===== config.mk =====
export PLATFORM = sky130hd
export DESIGN_NAME = ebc_bus_ctrl
export DESIGN_NICKNAME = d
export VERILOG_FILES = /design/src/ebc_pkg.sv /design/src/ebc_mon_if.sv /design/src/ebc_bus_ctrl.sv /design/src/ebc_bus_monitor.sv
export SDC_FILE = /design/constraint.sdc
export NUM_CORES = 1
export LEC_CHECK = 0
export CORE_ASPECT_RATIO = 0.5
export CORE_UTILIZATION = 67
export CTS_CLUSTER_DIAMETER = 50
export DETAILED_ROUTE_END_ITERATION = 12
export DONT_BUFFER_PORTS = 1
export PLACE_DENSITY_LB_ADDON = 0.15
export SLEW_MARGIN = 20
export SYNTH_ARGS = -nofsm -noshare
export SYNTH_HDL_FRONTEND = slang
export SYNTH_SLANG_ARGS = --single-unit
export TNS_END_PERCENT = 10

===== constraint.sdc =====
create_clock -name i_ref_clk -period 3.2 [get_ports i_ref_clk]
set_input_delay 0.48 -clock i_ref_clk [delete_from_list [all_inputs] [get_ports i_ref_clk]]
set_output_delay 0.48 -clock i_ref_clk [all_outputs]
set_load 0.01 [all_outputs]

===== src/ebc_pkg.sv =====
// Shared constants, encodings and state type for the external bus cycle controller
package ebc_pkg;
	localparam int ADDR_W = 24;
	localparam int DATA_W = 16;
	localparam int MON_CNT_W = 7;
	localparam int MON_MAX_CYC = 64;

	// Operand length codes on the transfer_size lines
	localparam logic [1:0] SIZE_LONG = 2'h0;
	localparam logic [1:0] SIZE_BYTE = 2'h1;
	localparam logic [1:0] SIZE_WORD = 2'h2;
	localparam logic [1:0] SIZE_3BYTE = 2'h3;

	// Raw active-low data_size_ack codes
	localparam logic [1:0] ACK_NONE = 2'h3;
	localparam logic [1:0] ACK_8BIT = 2'h2;
	localparam logic [1:0] ACK_16BIT = 2'h1;

	localparam logic [2:0] SPACE_CPU = 3'h7;
	localparam logic [3:0] CPU_BRKACK = 4'h0;
	localparam logic [3:0] CPU_STOPCAST = 4'h3;
	localparam logic [3:0] CPU_IACK = 4'hf;
	localparam int CPU_TYPE_LSB = 16;

	localparam logic [3:0] ACK_OPT_FAST = 4'he;

	localparam logic [23:0] HW_BRK_ADDR = 24'h00001e;
	localparam logic [23:0] STOPCAST_ADDR = 24'h03fffe;
	localparam int SW_BRK_NUM_LSB = 2;

	// Monitor limits per monitor_timeout_sel code, in system clocks
	localparam logic [6:0] MON_LIM_0 = 7'h40;
	localparam logic [6:0] MON_LIM_1 = 7'h20;
	localparam logic [6:0] MON_LIM_2 = 7'h10;
	localparam logic [6:0] MON_LIM_3 = 7'h08;

	localparam logic [23:0] ADDR_RST = 24'h000000;
	localparam logic [15:0] DATA_RST = 16'h0000;

	typedef enum logic [4:0] {
		ST_IDLE = 5'b00001,
		ST_ADDR = 5'b00010,
		ST_WAIT = 5'b00100,
		ST_LATCH = 5'b01000,
		ST_FAST = 5'b10000
	} ebc_state_t;

	function automatic logic [6:0] ebc_mon_limit(input logic [1:0] sel);
		logic [6:0] lim;
		case (sel)
			2'h0: lim = MON_LIM_0;
			2'h1: lim = MON_LIM_1;
			2'h2: lim = MON_LIM_2;
			default: lim = MON_LIM_3;
		endcase
		return lim;
	endfunction

	function automatic logic ebc_acked(input logic [1:0] ack, input logic vec_n);
		return (ack != ACK_NONE) || !vec_n;
	endfunction
endpackage

===== src/ebc_mon_if.sv =====
// Link between the cycle sequencer and the bus monitor
interface ebc_mon_if;
	logic active;
	logic [1:0] sel;
	logic expired;
	modport ctl (output active, output sel, input expired);
	modport mon (input active, input sel, output expired);
endinterface


===== src/ebc_bus_ctrl.sv =====
// External bus cycle controller: regular, fast and CPU-space cycles
// Functional notes
// [RULE1] Drive address and size to start transfer
// [RULE2] Far side decodes size and low address
// [RULE3] Peripheral moves data, then acknowledges port width
// [RULE4] Read data valid soon after acknowledge
// [RULE5] Three clocks minimum, wait until acknowledge
// [RULE6] Always-on monitor faults after selected limit
// [RULE7] Far side aborts unanswered or invalid access
// [RULE8] Fault plus halt acts as fault alone
// [RULE9] Reads: two bytes for word, one byte
// [RULE10] Writes: two bytes for word, one byte
// [RULE11] Fast termination completes in two clocks
// [RULE12] Fast cycles acknowledged internally
// [RULE13] Acknowledge option code 1110 means fast
// [RULE14] Fast device read data by S4
// [RULE15] Fast mode: data strobe on reads only
// [RULE16] Overlapping fast selects programmed consistently
// [RULE17] Space code valid with address strobe
// [RULE18] CPU-space type on address bits 19:16
// [RULE19] Software and hardware breakpoints both acknowledged
// [RULE20] Capture read data edge after acknowledge
// [RULE21] Cycle ends on acknowledge or autovector
// [RULE22] Hold address, size, direction, space until end
module ebc_bus_ctrl import ebc_pkg::*; (
	input wire logic i_ref_clk, // 20 MHz system clock
	input wire logic i_rst, // Synchronous reset, active high
	input wire logic i_req, // Core transfer request pulse
	input wire logic i_req_rd, // 1 read, 0 write
	input wire logic [1:0] i_req_size, // Operand length code
	input wire logic [23:0] i_req_addr, // Operand address
	input wire logic [2:0] i_req_space, // Address space for request
	input wire logic [15:0] i_req_wdata, // Write operand, byte in low bits
	input wire logic [3:0] i_cs_ack_opt, // Acknowledge option of matching chip select
	input wire logic [1:0] i_monitor_timeout_sel, // Bus monitor limit select
	input wire logic i_sw_break, // Software breakpoint pulse
	input wire logic [2:0] i_sw_break_num, // Software breakpoint number
	input wire logic i_low_power_stop, // Stop broadcast request pulse
	input wire logic [2:0] i_stop_mask, // Interrupt mask for broadcast
	input wire logic [1:0] i_data_size_ack_n, // Acknowledge pins, active low
	input wire logic i_bus_fault_n, // Bus fault pin, active low
	input wire logic i_halt_n, // Halt pin, active low
	input wire logic i_autovector_request_n, // Autovector pin, active low
	input wire logic i_breakpoint_input_n, // Hardware breakpoint pin, active low
	input wire logic [15:0] i_data, // Data bus pin input
	output logic [23:0] o_addr, // Address bus
	output logic [1:0] o_transfer_size, // Size lines
	output logic [2:0] o_space_code, // Address space code
	output logic o_rd_wr, // 1 read, 0 write
	output logic o_address_strobe_n, // Address strobe, active low
	output logic o_data_strobe_n, // Data strobe, active low
	output logic [15:0] o_data, // Data bus pin output
	output logic o_data_oe, // Data bus output enable
	output logic o_busy, // Cycle in progress
	output logic o_done, // Cycle finished pulse
	output logic o_fault, // Cycle ended by bus fault pulse
	output logic o_timeout, // Fault came from bus monitor
	output logic o_port_16, // Last read answered by 16-bit port
	output logic [15:0] o_rdata // Read data, right aligned
);
	ebc_mon_if mon_link ();

	ebc_bus_monitor #(.MAX_CYC(MON_MAX_CYC)) u_mon (
		.i_ref_clk(i_ref_clk),
		.i_rst(i_rst),
		.mon(mon_link)
	);

	// Pin synchronisers; logic reads stage two, plus a third breakpoint stage for edge detect
	logic [1:0] ack_m_reg;
	logic [1:0] ack_s_reg;
	logic fault_m_reg;
	logic fault_s_reg;
	logic halt_m_reg;
	logic halt_s_reg;
	logic vec_m_reg;
	logic vec_s_reg;
	logic brk_m_reg;
	logic brk_s_reg;
	logic brk_d_reg;
	logic [15:0] data_m_reg;
	logic [15:0] data_s_reg;

	always_ff @(posedge i_ref_clk) begin
		if (i_rst) begin
			ack_m_reg <= ACK_NONE;
			ack_s_reg <= ACK_NONE;
			fault_m_reg <= 1'b1;
			fault_s_reg <= 1'b1;
			halt_m_reg <= 1'b1;
			halt_s_reg <= 1'b1;
			vec_m_reg <= 1'b1;
			vec_s_reg <= 1'b1;
			brk_m_reg <= 1'b1;
			brk_s_reg <= 1'b1;
			brk_d_reg <= 1'b1;
			data_m_reg <= DATA_RST;
			data_s_reg <= DATA_RST;
		end else begin
			ack_m_reg <= i_data_size_ack_n;
			ack_s_reg <= ack_m_reg;
			fault_m_reg <= i_bus_fault_n;
			fault_s_reg <= fault_m_reg;
			halt_m_reg <= i_halt_n;
			halt_s_reg <= halt_m_reg;
			vec_m_reg <= i_autovector_request_n;
			vec_s_reg <= vec_m_reg;
			brk_m_reg <= i_breakpoint_input_n;
			brk_s_reg <= brk_m_reg;
			brk_d_reg <= brk_s_reg;
			data_m_reg <= i_data;
			data_s_reg <= data_m_reg;
		end
	end

	ebc_state_t st_reg;
	ebc_state_t st_next;
	logic brk_pend_reg;
	logic fast_rd_d1_reg;
	logic fast_rd_d2_reg;
	logic [23:0] addr_reg;
	logic [1:0] size_reg;
	logic [2:0] space_reg;
	logic rd_reg;
	logic fast_reg;
	logic addr_strobe_n_reg;
	logic data_strobe_n_reg;
	logic [15:0] wdata_reg;
	logic oe_reg;
	logic busy_reg;
	logic done_reg;
	logic fault_reg;
	logic timeout_reg;
	logic term_fault_reg;
	logic term_tmo_reg;
	logic port16_reg;
	logic port16_seen_reg;
	logic [15:0] rdata_reg;

	// Halt is ignored here: with a fault it behaves as the fault alone
	wire halt_seen = !halt_s_reg;
	wire fault_in = !fault_s_reg; // [RULE8]
	wire ack_in = ebc_acked(ack_s_reg, vec_s_reg); // [RULE21]
	wire port16_in = (ack_s_reg != ACK_8BIT) || !vec_s_reg;
	wire brk_fall = brk_d_reg && !brk_s_reg;

	// A fast read waits two more clocks for its data to clear the pin synchroniser
	wire fast_rd_end = (st_reg == ST_FAST) && rd_reg; // [RULE14]
	wire in_idle = (st_reg == ST_IDLE) && !fast_rd_d1_reg && !fast_rd_d2_reg;
	wire take_hw = in_idle && brk_pend_reg;
	wire take_sw = in_idle && !brk_pend_reg && i_sw_break;
	wire take_lp = in_idle && !brk_pend_reg && !i_sw_break && i_low_power_stop;
	wire take_rq = in_idle && !brk_pend_reg && !i_sw_break && !i_low_power_stop && i_req;
	wire start = take_hw || take_sw || take_lp || take_rq;
	wire cpu_cyc = take_hw || take_sw || take_lp;

	wire [23:0] sw_addr = {4'h0, CPU_BRKACK, 11'h000, i_sw_break_num, 2'h0}; // [RULE18] [RULE19]
	wire [23:0] st_addr = take_hw ? HW_BRK_ADDR : // [RULE19]
		take_sw ? sw_addr :
		take_lp ? STOPCAST_ADDR : i_req_addr; // [RULE18]
	wire st_rd = take_lp ? 1'b0 : (take_hw || take_sw) ? 1'b1 : i_req_rd;
	wire [1:0] st_size = cpu_cyc ? SIZE_WORD : i_req_size; // [RULE1]
	wire [2:0] st_space = cpu_cyc ? SPACE_CPU : i_req_space; // [RULE17]
	// Stop broadcast uses internal acknowledge with fast write timing
	wire st_fast = take_lp || (take_rq && i_cs_ack_opt == ACK_OPT_FAST); // [RULE13]
	wire st_byte = (st_size == SIZE_BYTE);
	// A byte goes out on both lanes so either port width finds it
	wire [15:0] st_wdata = take_lp ? {13'h0000, i_stop_mask} :
		st_byte ? {i_req_wdata[7:0], i_req_wdata[7:0]} : i_req_wdata; // [RULE10]

	// Read lane steering by size, low address bit and answering port width
	wire rd_byte = (size_reg == SIZE_BYTE);
	wire [15:0] rd_lane = (port16_reg && rd_byte && addr_reg[0]) ? {8'h00, data_s_reg[7:0]} :
		(!port16_reg || rd_byte) ? {8'h00, data_s_reg[15:8]} : data_s_reg; // [RULE9]
	wire [15:0] fast_lane = (rd_byte && addr_reg[0]) ? {8'h00, data_s_reg[7:0]} :
		rd_byte ? {8'h00, data_s_reg[15:8]} : data_s_reg; // [RULE9] [RULE14]

	wire wait_end = ack_in || fault_in || mon_link.expired; // [RULE5] [RULE6]

	always_comb begin
		st_next = st_reg;
		case (st_reg)
			ST_IDLE: begin
				if (start) begin
					st_next = ST_ADDR;
				end
			end
			ST_ADDR: begin
				st_next = fast_reg ? ST_FAST : ST_WAIT; // [RULE11]
			end
			ST_WAIT: begin
				if (wait_end) begin
					st_next = ST_LATCH; // [RULE5]
				end
			end
			ST_LATCH: begin
				st_next = ST_IDLE;
			end
			ST_FAST: begin
				st_next = ST_IDLE; // [RULE11] [RULE12]
			end
			default: begin
				st_next = ST_IDLE;
			end
		endcase
	end

	assign mon_link.active = (st_reg == ST_WAIT); // [RULE6]
	assign mon_link.sel = i_monitor_timeout_sel;

	always_ff @(posedge i_ref_clk) begin
		if (i_rst) begin
			st_reg <= ST_IDLE;
			brk_pend_reg <= 1'b0;
			fast_rd_d1_reg <= 1'b0;
			fast_rd_d2_reg <= 1'b0;
		end else begin
			st_reg <= st_next;
			// A new edge outranks the clear taken by a starting cycle
			brk_pend_reg <= brk_fall || (brk_pend_reg && !take_hw); // [RULE19]
			fast_rd_d1_reg <= fast_rd_end; // [RULE14]
			fast_rd_d2_reg <= fast_rd_d1_reg;
		end
	end

	// Cycle attributes load only when idle, so they stay put to the end
	always_ff @(posedge i_ref_clk) begin
		if (i_rst) begin
			addr_reg <= ADDR_RST;
			size_reg <= SIZE_LONG;
			space_reg <= 3'h0;
			rd_reg <= 1'b1;
			fast_reg <= 1'b0;
			wdata_reg <= DATA_RST;
		end else if (start) begin
			addr_reg <= st_addr; // [RULE1] [RULE22]
			size_reg <= st_size; // [RULE22]
			space_reg <= st_space; // [RULE22]
			rd_reg <= st_rd;
			fast_reg <= st_fast;
			wdata_reg <= st_wdata; // [RULE10]
		end
	end

	always_ff @(posedge i_ref_clk) begin
		if (i_rst) begin
			addr_strobe_n_reg <= 1'b1;
			data_strobe_n_reg <= 1'b1;
			oe_reg <= 1'b0;
			busy_reg <= 1'b0;
		end else begin
			busy_reg <= (st_next != ST_IDLE) || fast_rd_end || fast_rd_d1_reg;
			if (st_reg == ST_ADDR) begin
				addr_strobe_n_reg <= 1'b0; // [RULE17]
				data_strobe_n_reg <= fast_reg && !rd_reg; // [RULE15]
			end else if (st_reg == ST_LATCH || st_reg == ST_FAST) begin
				addr_strobe_n_reg <= 1'b1;
				data_strobe_n_reg <= 1'b1;
			end
			if (start) begin
				oe_reg <= !st_rd; // [RULE10]
			end else if (st_reg == ST_LATCH || st_reg == ST_FAST) begin
				oe_reg <= 1'b0;
			end
		end
	end

	// Termination is noted when seen; read data is taken one clock later
	always_ff @(posedge i_ref_clk) begin
		if (i_rst) begin
			term_fault_reg <= 1'b0;
			term_tmo_reg <= 1'b0;
			port16_reg <= 1'b0;
		end else if (st_reg == ST_WAIT && wait_end) begin
			term_fault_reg <= fault_in || mon_link.expired; // [RULE6] [RULE8]
			term_tmo_reg <= mon_link.expired && !fault_in;
			port16_reg <= port16_in;
		end
	end

	always_ff @(posedge i_ref_clk) begin
		if (i_rst) begin
			done_reg <= 1'b0;
			fault_reg <= 1'b0;
			timeout_reg <= 1'b0;
			rdata_reg <= DATA_RST;
			port16_seen_reg <= 1'b0;
		end else begin
			done_reg <= (st_reg == ST_LATCH) || (st_reg == ST_FAST && !rd_reg) || fast_rd_d2_reg;
			fault_reg <= (st_reg == ST_LATCH) && term_fault_reg;
			timeout_reg <= (st_reg == ST_LATCH) && term_tmo_reg;
			if (st_reg == ST_LATCH && rd_reg && !term_fault_reg) begin
				rdata_reg <= rd_lane; // [RULE20]
				port16_seen_reg <= port16_reg;
			end else if (fast_rd_d2_reg) begin
				rdata_reg <= fast_lane; // [RULE12] [RULE14]
				port16_seen_reg <= 1'b1;
			end
		end
	end

	assign o_addr = addr_reg;
	assign o_transfer_size = size_reg;
	assign o_space_code = space_reg;
	assign o_rd_wr = rd_reg;
	assign o_address_strobe_n = addr_strobe_n_reg;
	assign o_data_strobe_n = data_strobe_n_reg;
	assign o_data = wdata_reg;
	assign o_data_oe = oe_reg;
	assign o_busy = busy_reg;
	assign o_done = done_reg;
	assign o_fault = fault_reg;
	assign o_timeout = timeout_reg;
	assign o_port_16 = port16_seen_reg;
	assign o_rdata = rdata_reg;
endmodule


===== src/ebc_bus_monitor.sv =====
// Bus monitor: flags a cycle that waits past the selected limit
module ebc_bus_monitor import ebc_pkg::*; #(
	parameter int MAX_CYC = MON_MAX_CYC
) (
	input wire logic i_ref_clk, // System clock
	input wire logic i_rst, // Synchronous reset
	ebc_mon_if.mon mon // Sequencer link
);
	logic [MON_CNT_W-1:0] cnt_reg;
	logic [MON_CNT_W-1:0] cnt_next;
	logic expired_reg;
	logic expired_next;
	wire [MON_CNT_W-1:0] limit = ebc_mon_limit(mon.sel);

	if (MAX_CYC > MON_MAX_CYC || MAX_CYC < 1) begin : g_chk
		$error("bus monitor limit out of range");
	end

	// No enable input exists: the monitor runs on every waiting cycle
	assign cnt_next = mon.active ? cnt_reg + 7'h01 : '0; // [RULE6]
	assign expired_next = mon.active && (cnt_next >= limit) && !expired_reg; // [RULE6]

	always_ff @(posedge i_ref_clk) begin
		if (i_rst) begin
			cnt_reg <= '0;
			expired_reg <= 1'b0;
		end else begin
			cnt_reg <= cnt_next;
			expired_reg <= expired_next;
		end
	end

	assign mon.expired = expired_reg;
endmodule


## Word level (Yosys, flattened, before mapping)

Index checks and enable logic that the tools add are counted.

- Flip-flop bits (word level): 133
- Input port bits: 85
- Output and inout bits: 70
- Logic and storage cells: 138

- Muxes and demuxes: 28
- Order comparisons: 1
- Add/sub/neg operators: 1
- Reduce and logical (&&, ||, !) cells: 60
- Eq/ne operators: 13

Operator list:

| operator | count |
|---|---|
| 2-to-1 mux 16 bit | 8 |
| 2-to-1 mux 24 bit | 3 |
| logical AND 1 bit | 26 |
| one-hot mux 7 bit (3 select lines) | 1 |
| logical OR 1 bit | 16 |
| 2-to-1 mux 5 bit | 3 |
| one-hot mux 5 bit (3 select lines) | 1 |
| zero test 1 bit | 14 |
| 2-to-1 mux 1 bit | 9 |
| adder 7 x 1 -> 7 bit (second input constant) | 1 |
| >= comparator 7 bit | 1 |
| 2-to-1 mux 7 bit | 1 |
| == test 2 x 1 -> 1 bit (second input constant) | 3 |
| nonzero test 2 bit | 3 |
| == test 5 x 1 -> 1 bit (second input constant) | 1 |
| == test 5 x 2 -> 1 bit (second input constant) | 1 |
| == test 5 x 3 -> 1 bit (second input constant) | 1 |
| == test 5 x 4 -> 1 bit (second input constant) | 1 |
| == test 5 bit (second input constant) | 1 |
| inequality test 5 x 1 -> 1 bit (second input constant) | 1 |
| == test 4 bit (second input constant) | 1 |
| inequality test 2 bit (second input constant) | 2 |
| 2-to-1 mux 3 bit | 1 |
| == test 2 bit (second input constant) | 1 |
| other kinds (2) | 2 |

## Longest topological paths before layout

- Depth after elaboration: 13
- Mapped depth: 9
- Depth with buffers taken out: 9

## Cells and area by module

From an unflattened synthesis, not the netlist that was laid out.

- Cell total of the unflattened synthesis: 518
- Area total of the unflattened synthesis: 4974.8 um^2

Modules (own cells, without submodules):

| module | area each (um^2) | cells each | sequential area each (um^2) | times used |
|---|---|---|---|---|
| ebc_bus_ctrl | 4535.6 | 469 | 2502.4 | 1 |
| ebc_bus_monitor | 439.2 | 49 | 160.2 | 1 |

## Worst setup path after synthesis

OpenSTA, ideal clock, no wires.

- Path type: flip-flop to flip-flop
- From: register st_reg[1]
- To: register u_mon.expired_reg, in the netlist u_mon.mon.expired
- Stages on the path, launching flop included: 8
- Arrival: 1.816 ns
- Data required time: 3.070 ns
- Period minus slack after synthesis: 1.947 ns
- Slack: 1.253 ns
- Library setup time: 0.130 ns
- Path buffers: 0
- Cells stage by stage: dfxtp_1 -> nor4_1 -> and2_1 -> nand2_1 -> ha_1 -> a41o_1 -> a2111oi_0 -> nor4_1

- Word-level cells in the longest chain between the ends: 5

Ends and longest elaborated chain:

| element | RTL line | text |
|---|---|---|
| from (decl) | ebc_bus_ctrl.sv:116 | `ebc_state_t st_reg;` |
| from (signal assigned) | ebc_bus_ctrl.sv:218 | `st_reg <= st_next;` |
| == test 5 x 3 -> 1 bit (*) | ebc_bus_ctrl.sv:208 | `assign mon_link.active = (st_reg == ST_WAIT);` |
| 2-to-1 mux 7 bit | ebc_bus_monitor.sv:20 | `assign cnt_next = mon.active ? cnt_reg + 7'h01 : '0;` |
| >= comparator 7 bit | ebc_bus_monitor.sv:21 | `assign expired_next = mon.active && (cnt_next >= limit) && !expired_reg;` |
| logical AND 1 bit (*) (2 in a row) | ebc_bus_monitor.sv:21 |  |
| to (signal assigned) | ebc_bus_monitor.sv:29 | `expired_reg <= expired_next;` |
| to (decl) | ebc_bus_monitor.sv:11 | `logic expired_reg;` |

Every way passes the cells marked *; elsewhere a longest branch is shown, timed or not.
A chain may end at the register's enable or synchronous reset.

## Worst setup path after layout

- From: register fast_rd_d2_reg
- To: register addr_reg[3], in the netlist o_addr[3]

- Word-level cells in the longest chain between the ends: 8
- Elaborated cells on any way between the ends: 15
- Those cells by class: 3 x mux; 12 x reduce/logical

Ends and longest elaborated chain:

| element | RTL line | text |
|---|---|---|
| from (decl) | ebc_bus_ctrl.sv:120 | `logic fast_rd_d2_reg;` |
| from (signal assigned) | ebc_bus_ctrl.sv:222 | `fast_rd_d2_reg <= fast_rd_d1_reg;` |
| zero test 1 bit (*) | ebc_bus_ctrl.sv:149 | `wire in_idle = (st_reg == ST_IDLE) && !fast_rd_d1_reg && !fast_rd_d2_reg;` |
| logical AND 1 bit (*) | ebc_bus_ctrl.sv:149 |  |
| logical AND 1 bit | ebc_bus_ctrl.sv:151, ebc_bus_ctrl.sv:152, ebc_bus_ctrl.sv:153 |  |
| logical AND 1 bit | ebc_bus_ctrl.sv:152, ebc_bus_ctrl.sv:153 |  |
| logical AND 1 bit | ebc_bus_ctrl.sv:152 | `wire take_lp = in_idle && !brk_pend_reg && !i_sw_break && i_low_power_stop;` |
| 2-to-1 mux 24 bit | ebc_bus_ctrl.sv:160 | `take_lp ? STOPCAST_ADDR : i_req_addr;` |
| 2-to-1 mux 24 bit | ebc_bus_ctrl.sv:159 | `take_sw ? sw_addr :` |
| 2-to-1 mux 24 bit | ebc_bus_ctrl.sv:158 | `wire [23:0] st_addr = take_hw ? HW_BRK_ADDR :` |
| to (signal assigned) | ebc_bus_ctrl.sv:236 | `addr_reg <= st_addr;` |
| to (decl) | ebc_bus_ctrl.sv:121 | `logic [23:0] addr_reg;` |

Marks and branches as above.

==> metrics <==
DR DRC count=0; critical path startpoint category=flip-flop; required time of the worst setup path=roughly 3500 ps; leading cell type by number of instances after synthesis=dfxtp_1; post-route insts no fill=around 580; die area=between 0.007 and 0.008 mm²; final hold violations=0; Final Cycle Share=0.765; Setup TNS=0 ps; Least-Margin Pin Slew=894 ps; # hold bufs at CTS=0; Final Wtd Congestion=0.807; number of instances resized during post-cts repair=0; yosys warns=0; Mapped Cells=480; met1 Resource Use GR=0.340; Setup violations, final=0; vias=about 3600; Syn Std Cell Area=between 0.004 and 0.005 mm²; height of the die=just over 60 µm; initial antenna violation count=1; drt first-iter violations=about 190; power density cells=~770 mW/mm²; Post-synth EDFFs=0; HPWL after DPL=between 7 and 8 mm; synth top area cells=dfxtp_1 55%, nor2_1 5.2%, nor2b_1 4.5%; Synth cell types=63; clock transition at the registers of the reported paths=~60 ps; Worst Skew=roughly 6.4 ps; Mapped Nets=570; fillers=about 400; Inst Count DP=550; Syn Area/Cell=between 10 and 15 µm²; Row Count=21; final WL=roughly 11 mm; CTS sink cnt=~130; #FFs+latches synth=around 130; core footprint=0.00681 mm²; Final Power=roughly 4.2 mW; reg2reg path depth=5; Hold Path Class=in -> reg; IO Port Bufs=0; clock root cell=clkbuf_16; vias in the first global route=3300; Total GRT Usage=0.289; total CTS buffers=17; DR WL/cell=18.9 µm; grt ovf=0; largest net degree at the start of global routing=104; CP max FO=17; final worst slack=approximately 750 ps; Initial Utilization=0.707; crit end category=flip-flop; Highest Clock Rate=roughly 410 MHz; FFs w/ async S/R, synth=0; Top FF cell, synth=dfxtp_1; Largest register FFs=24; Die Width=122 µm; TritonRoute pass-1 iters=5; largest area contributor in the netlist=dfxtp_1; crit path DAT=around 2800 ps; most used routing layer=met2; CTS max path bufs=2; maxcap violations=0; min Tclk post-route=about 2400 ps; DRT antenna net count=0; unrepaired setup endpoints after global routing=false; hold path cells=1; worst slack, placed=~820 ps; met2 GRT Util=0.498; slew margin rel.=0.400; setup bufs post-CTS=0; Layout area overhead=13.6%; CP Class=reg -> reg; Worst-Skew Late Latency=about 400 ps; CTS tree=built; Max IR drop VDD=roughly 530 µV; met3 Usage GRT=0.116; vias per std cell=~6.2; fin. max-slew vios=0; first-pass GRT wire length=about 16 mm; Commonest cells post-synth=133 x dfxtp_1, 67 x nor2_1, 35 x nor2b_1; share of cells above drive strength 1=0.114; # IOs=about 160; Lkg Pwr=between 2 and 2.5 nW; Total Nets Final=roughly 570; H-tree levels=4; Seq/Total Area, Yosys=0.553; Yosys top cell area share=0.553; status=completed
[report_power, final]
part | total (mW) | leakage, nW | switching, mW | internal [mW]
Sequential | 1.90 | 1.09 | 0.125 | 1.77
Combinational | 0.317 | 0.731 | 0.185 | 0.132
Clock | 2.01 | 0.302 | 0.684 | 1.32
[per-stage QoR]
step / hold WS [ps] / area, µm² / utilization
floorplan: 389 / 4810 / -
global placement: 393 / 4850 / 0.712
detailed placement: 395 / 4850 / 0.712
CTS: 130 / 5470 / 0.804
global route: 130 / 5470 / 0.804
finish: 138 / 5470 / 0.804
[kinds of logic (layout without fill, tap and decap cells)]
logic type,after synthesis,in the layout,synth area share
compound gates,97,97,0.153
xor+xnor,5,5,0.00910
fa+ha+maj,5,5,0.0130
buf+inv,37,47,0.0312
flops,133,133,0.553
mux,19,19,0.0405
other cells,0,1,0
simple gates,184,184,0.200
[critical path, stage by stage, from the launching register on]
cell	delay (ps)
dfxtp_1	420
nor4b_2	630
and3_1	700
buf_4	310
nor2_1	60
nor4_1	230
[placed cells by master (no fill, tap or decap), types with 5 or more instances in the layout]
cell type,synthesis,final
dfxtp_1,133,133
nor2_1,67,67
nor2b_1,35,35
o22ai_1,18,18
mux2i_1,18,18
clkbuf_16,0,17
nand2_1,15,15
nor3_1,13,13
a22oi_1,13,13
or2_2,12,12
inv_1,12,12
a21oi_1,12,12
o2bb2ai_1,8,8
a32o_1,8,8
a211oi_1,7,7
o21ai_0,7,7
nor4_1,6,6
nand3_1,6,6
nand2b_1,5,5
ha_1,5,5
clkbuf_8,0,5
[final cells by class]
| type | instances | area, µm² | share of cell area |
|---|---|---|---|
| sequential | 133 | 2660 | 0.487 |
| multi-input combinational | 310 | 2000 | 0.366 |
| clock buffer | 24 | 502 | 0.0917 |
| clock inverter | 8 | 120 | 0.0220 |
| tap | 92 | 115 | 0.0210 |
| inverter | 12 | 45.0 | 0.00823 |
| timing repair buffer | 3 | 22.5 | 0.00412 |
| antenna | 1 | 2.50 | 0.000457 |
[routing by layer]
metal	vias to the layer above	wire [µm]
met3	14	967
met5	-	0
li1	1705	-
met1	1752	4540
met2	158	5380
met4	0	112
[final timing paths]
| kind | from | to | slack, ps |
|---|---|---|---|
| worst max-delay path | fast_rd_d2_reg$_SDFF_PP0_ | o_addr[3]$_SDFFE_PP0P_ | 750 |
| worst min-delay path | i_rst | data_m_reg[4]$_SDFF_PP0_ | 140 |
| worst max register to register | fast_rd_d2_reg$_SDFF_PP0_ | o_addr[3]$_SDFFE_PP0P_ | 750 |
| worst min register to register | fault_m_reg$_SDFF_PP1_ | fault_s_reg$_SDFF_PP1_ | 410 |
Power figures use the tool's default switching activity.
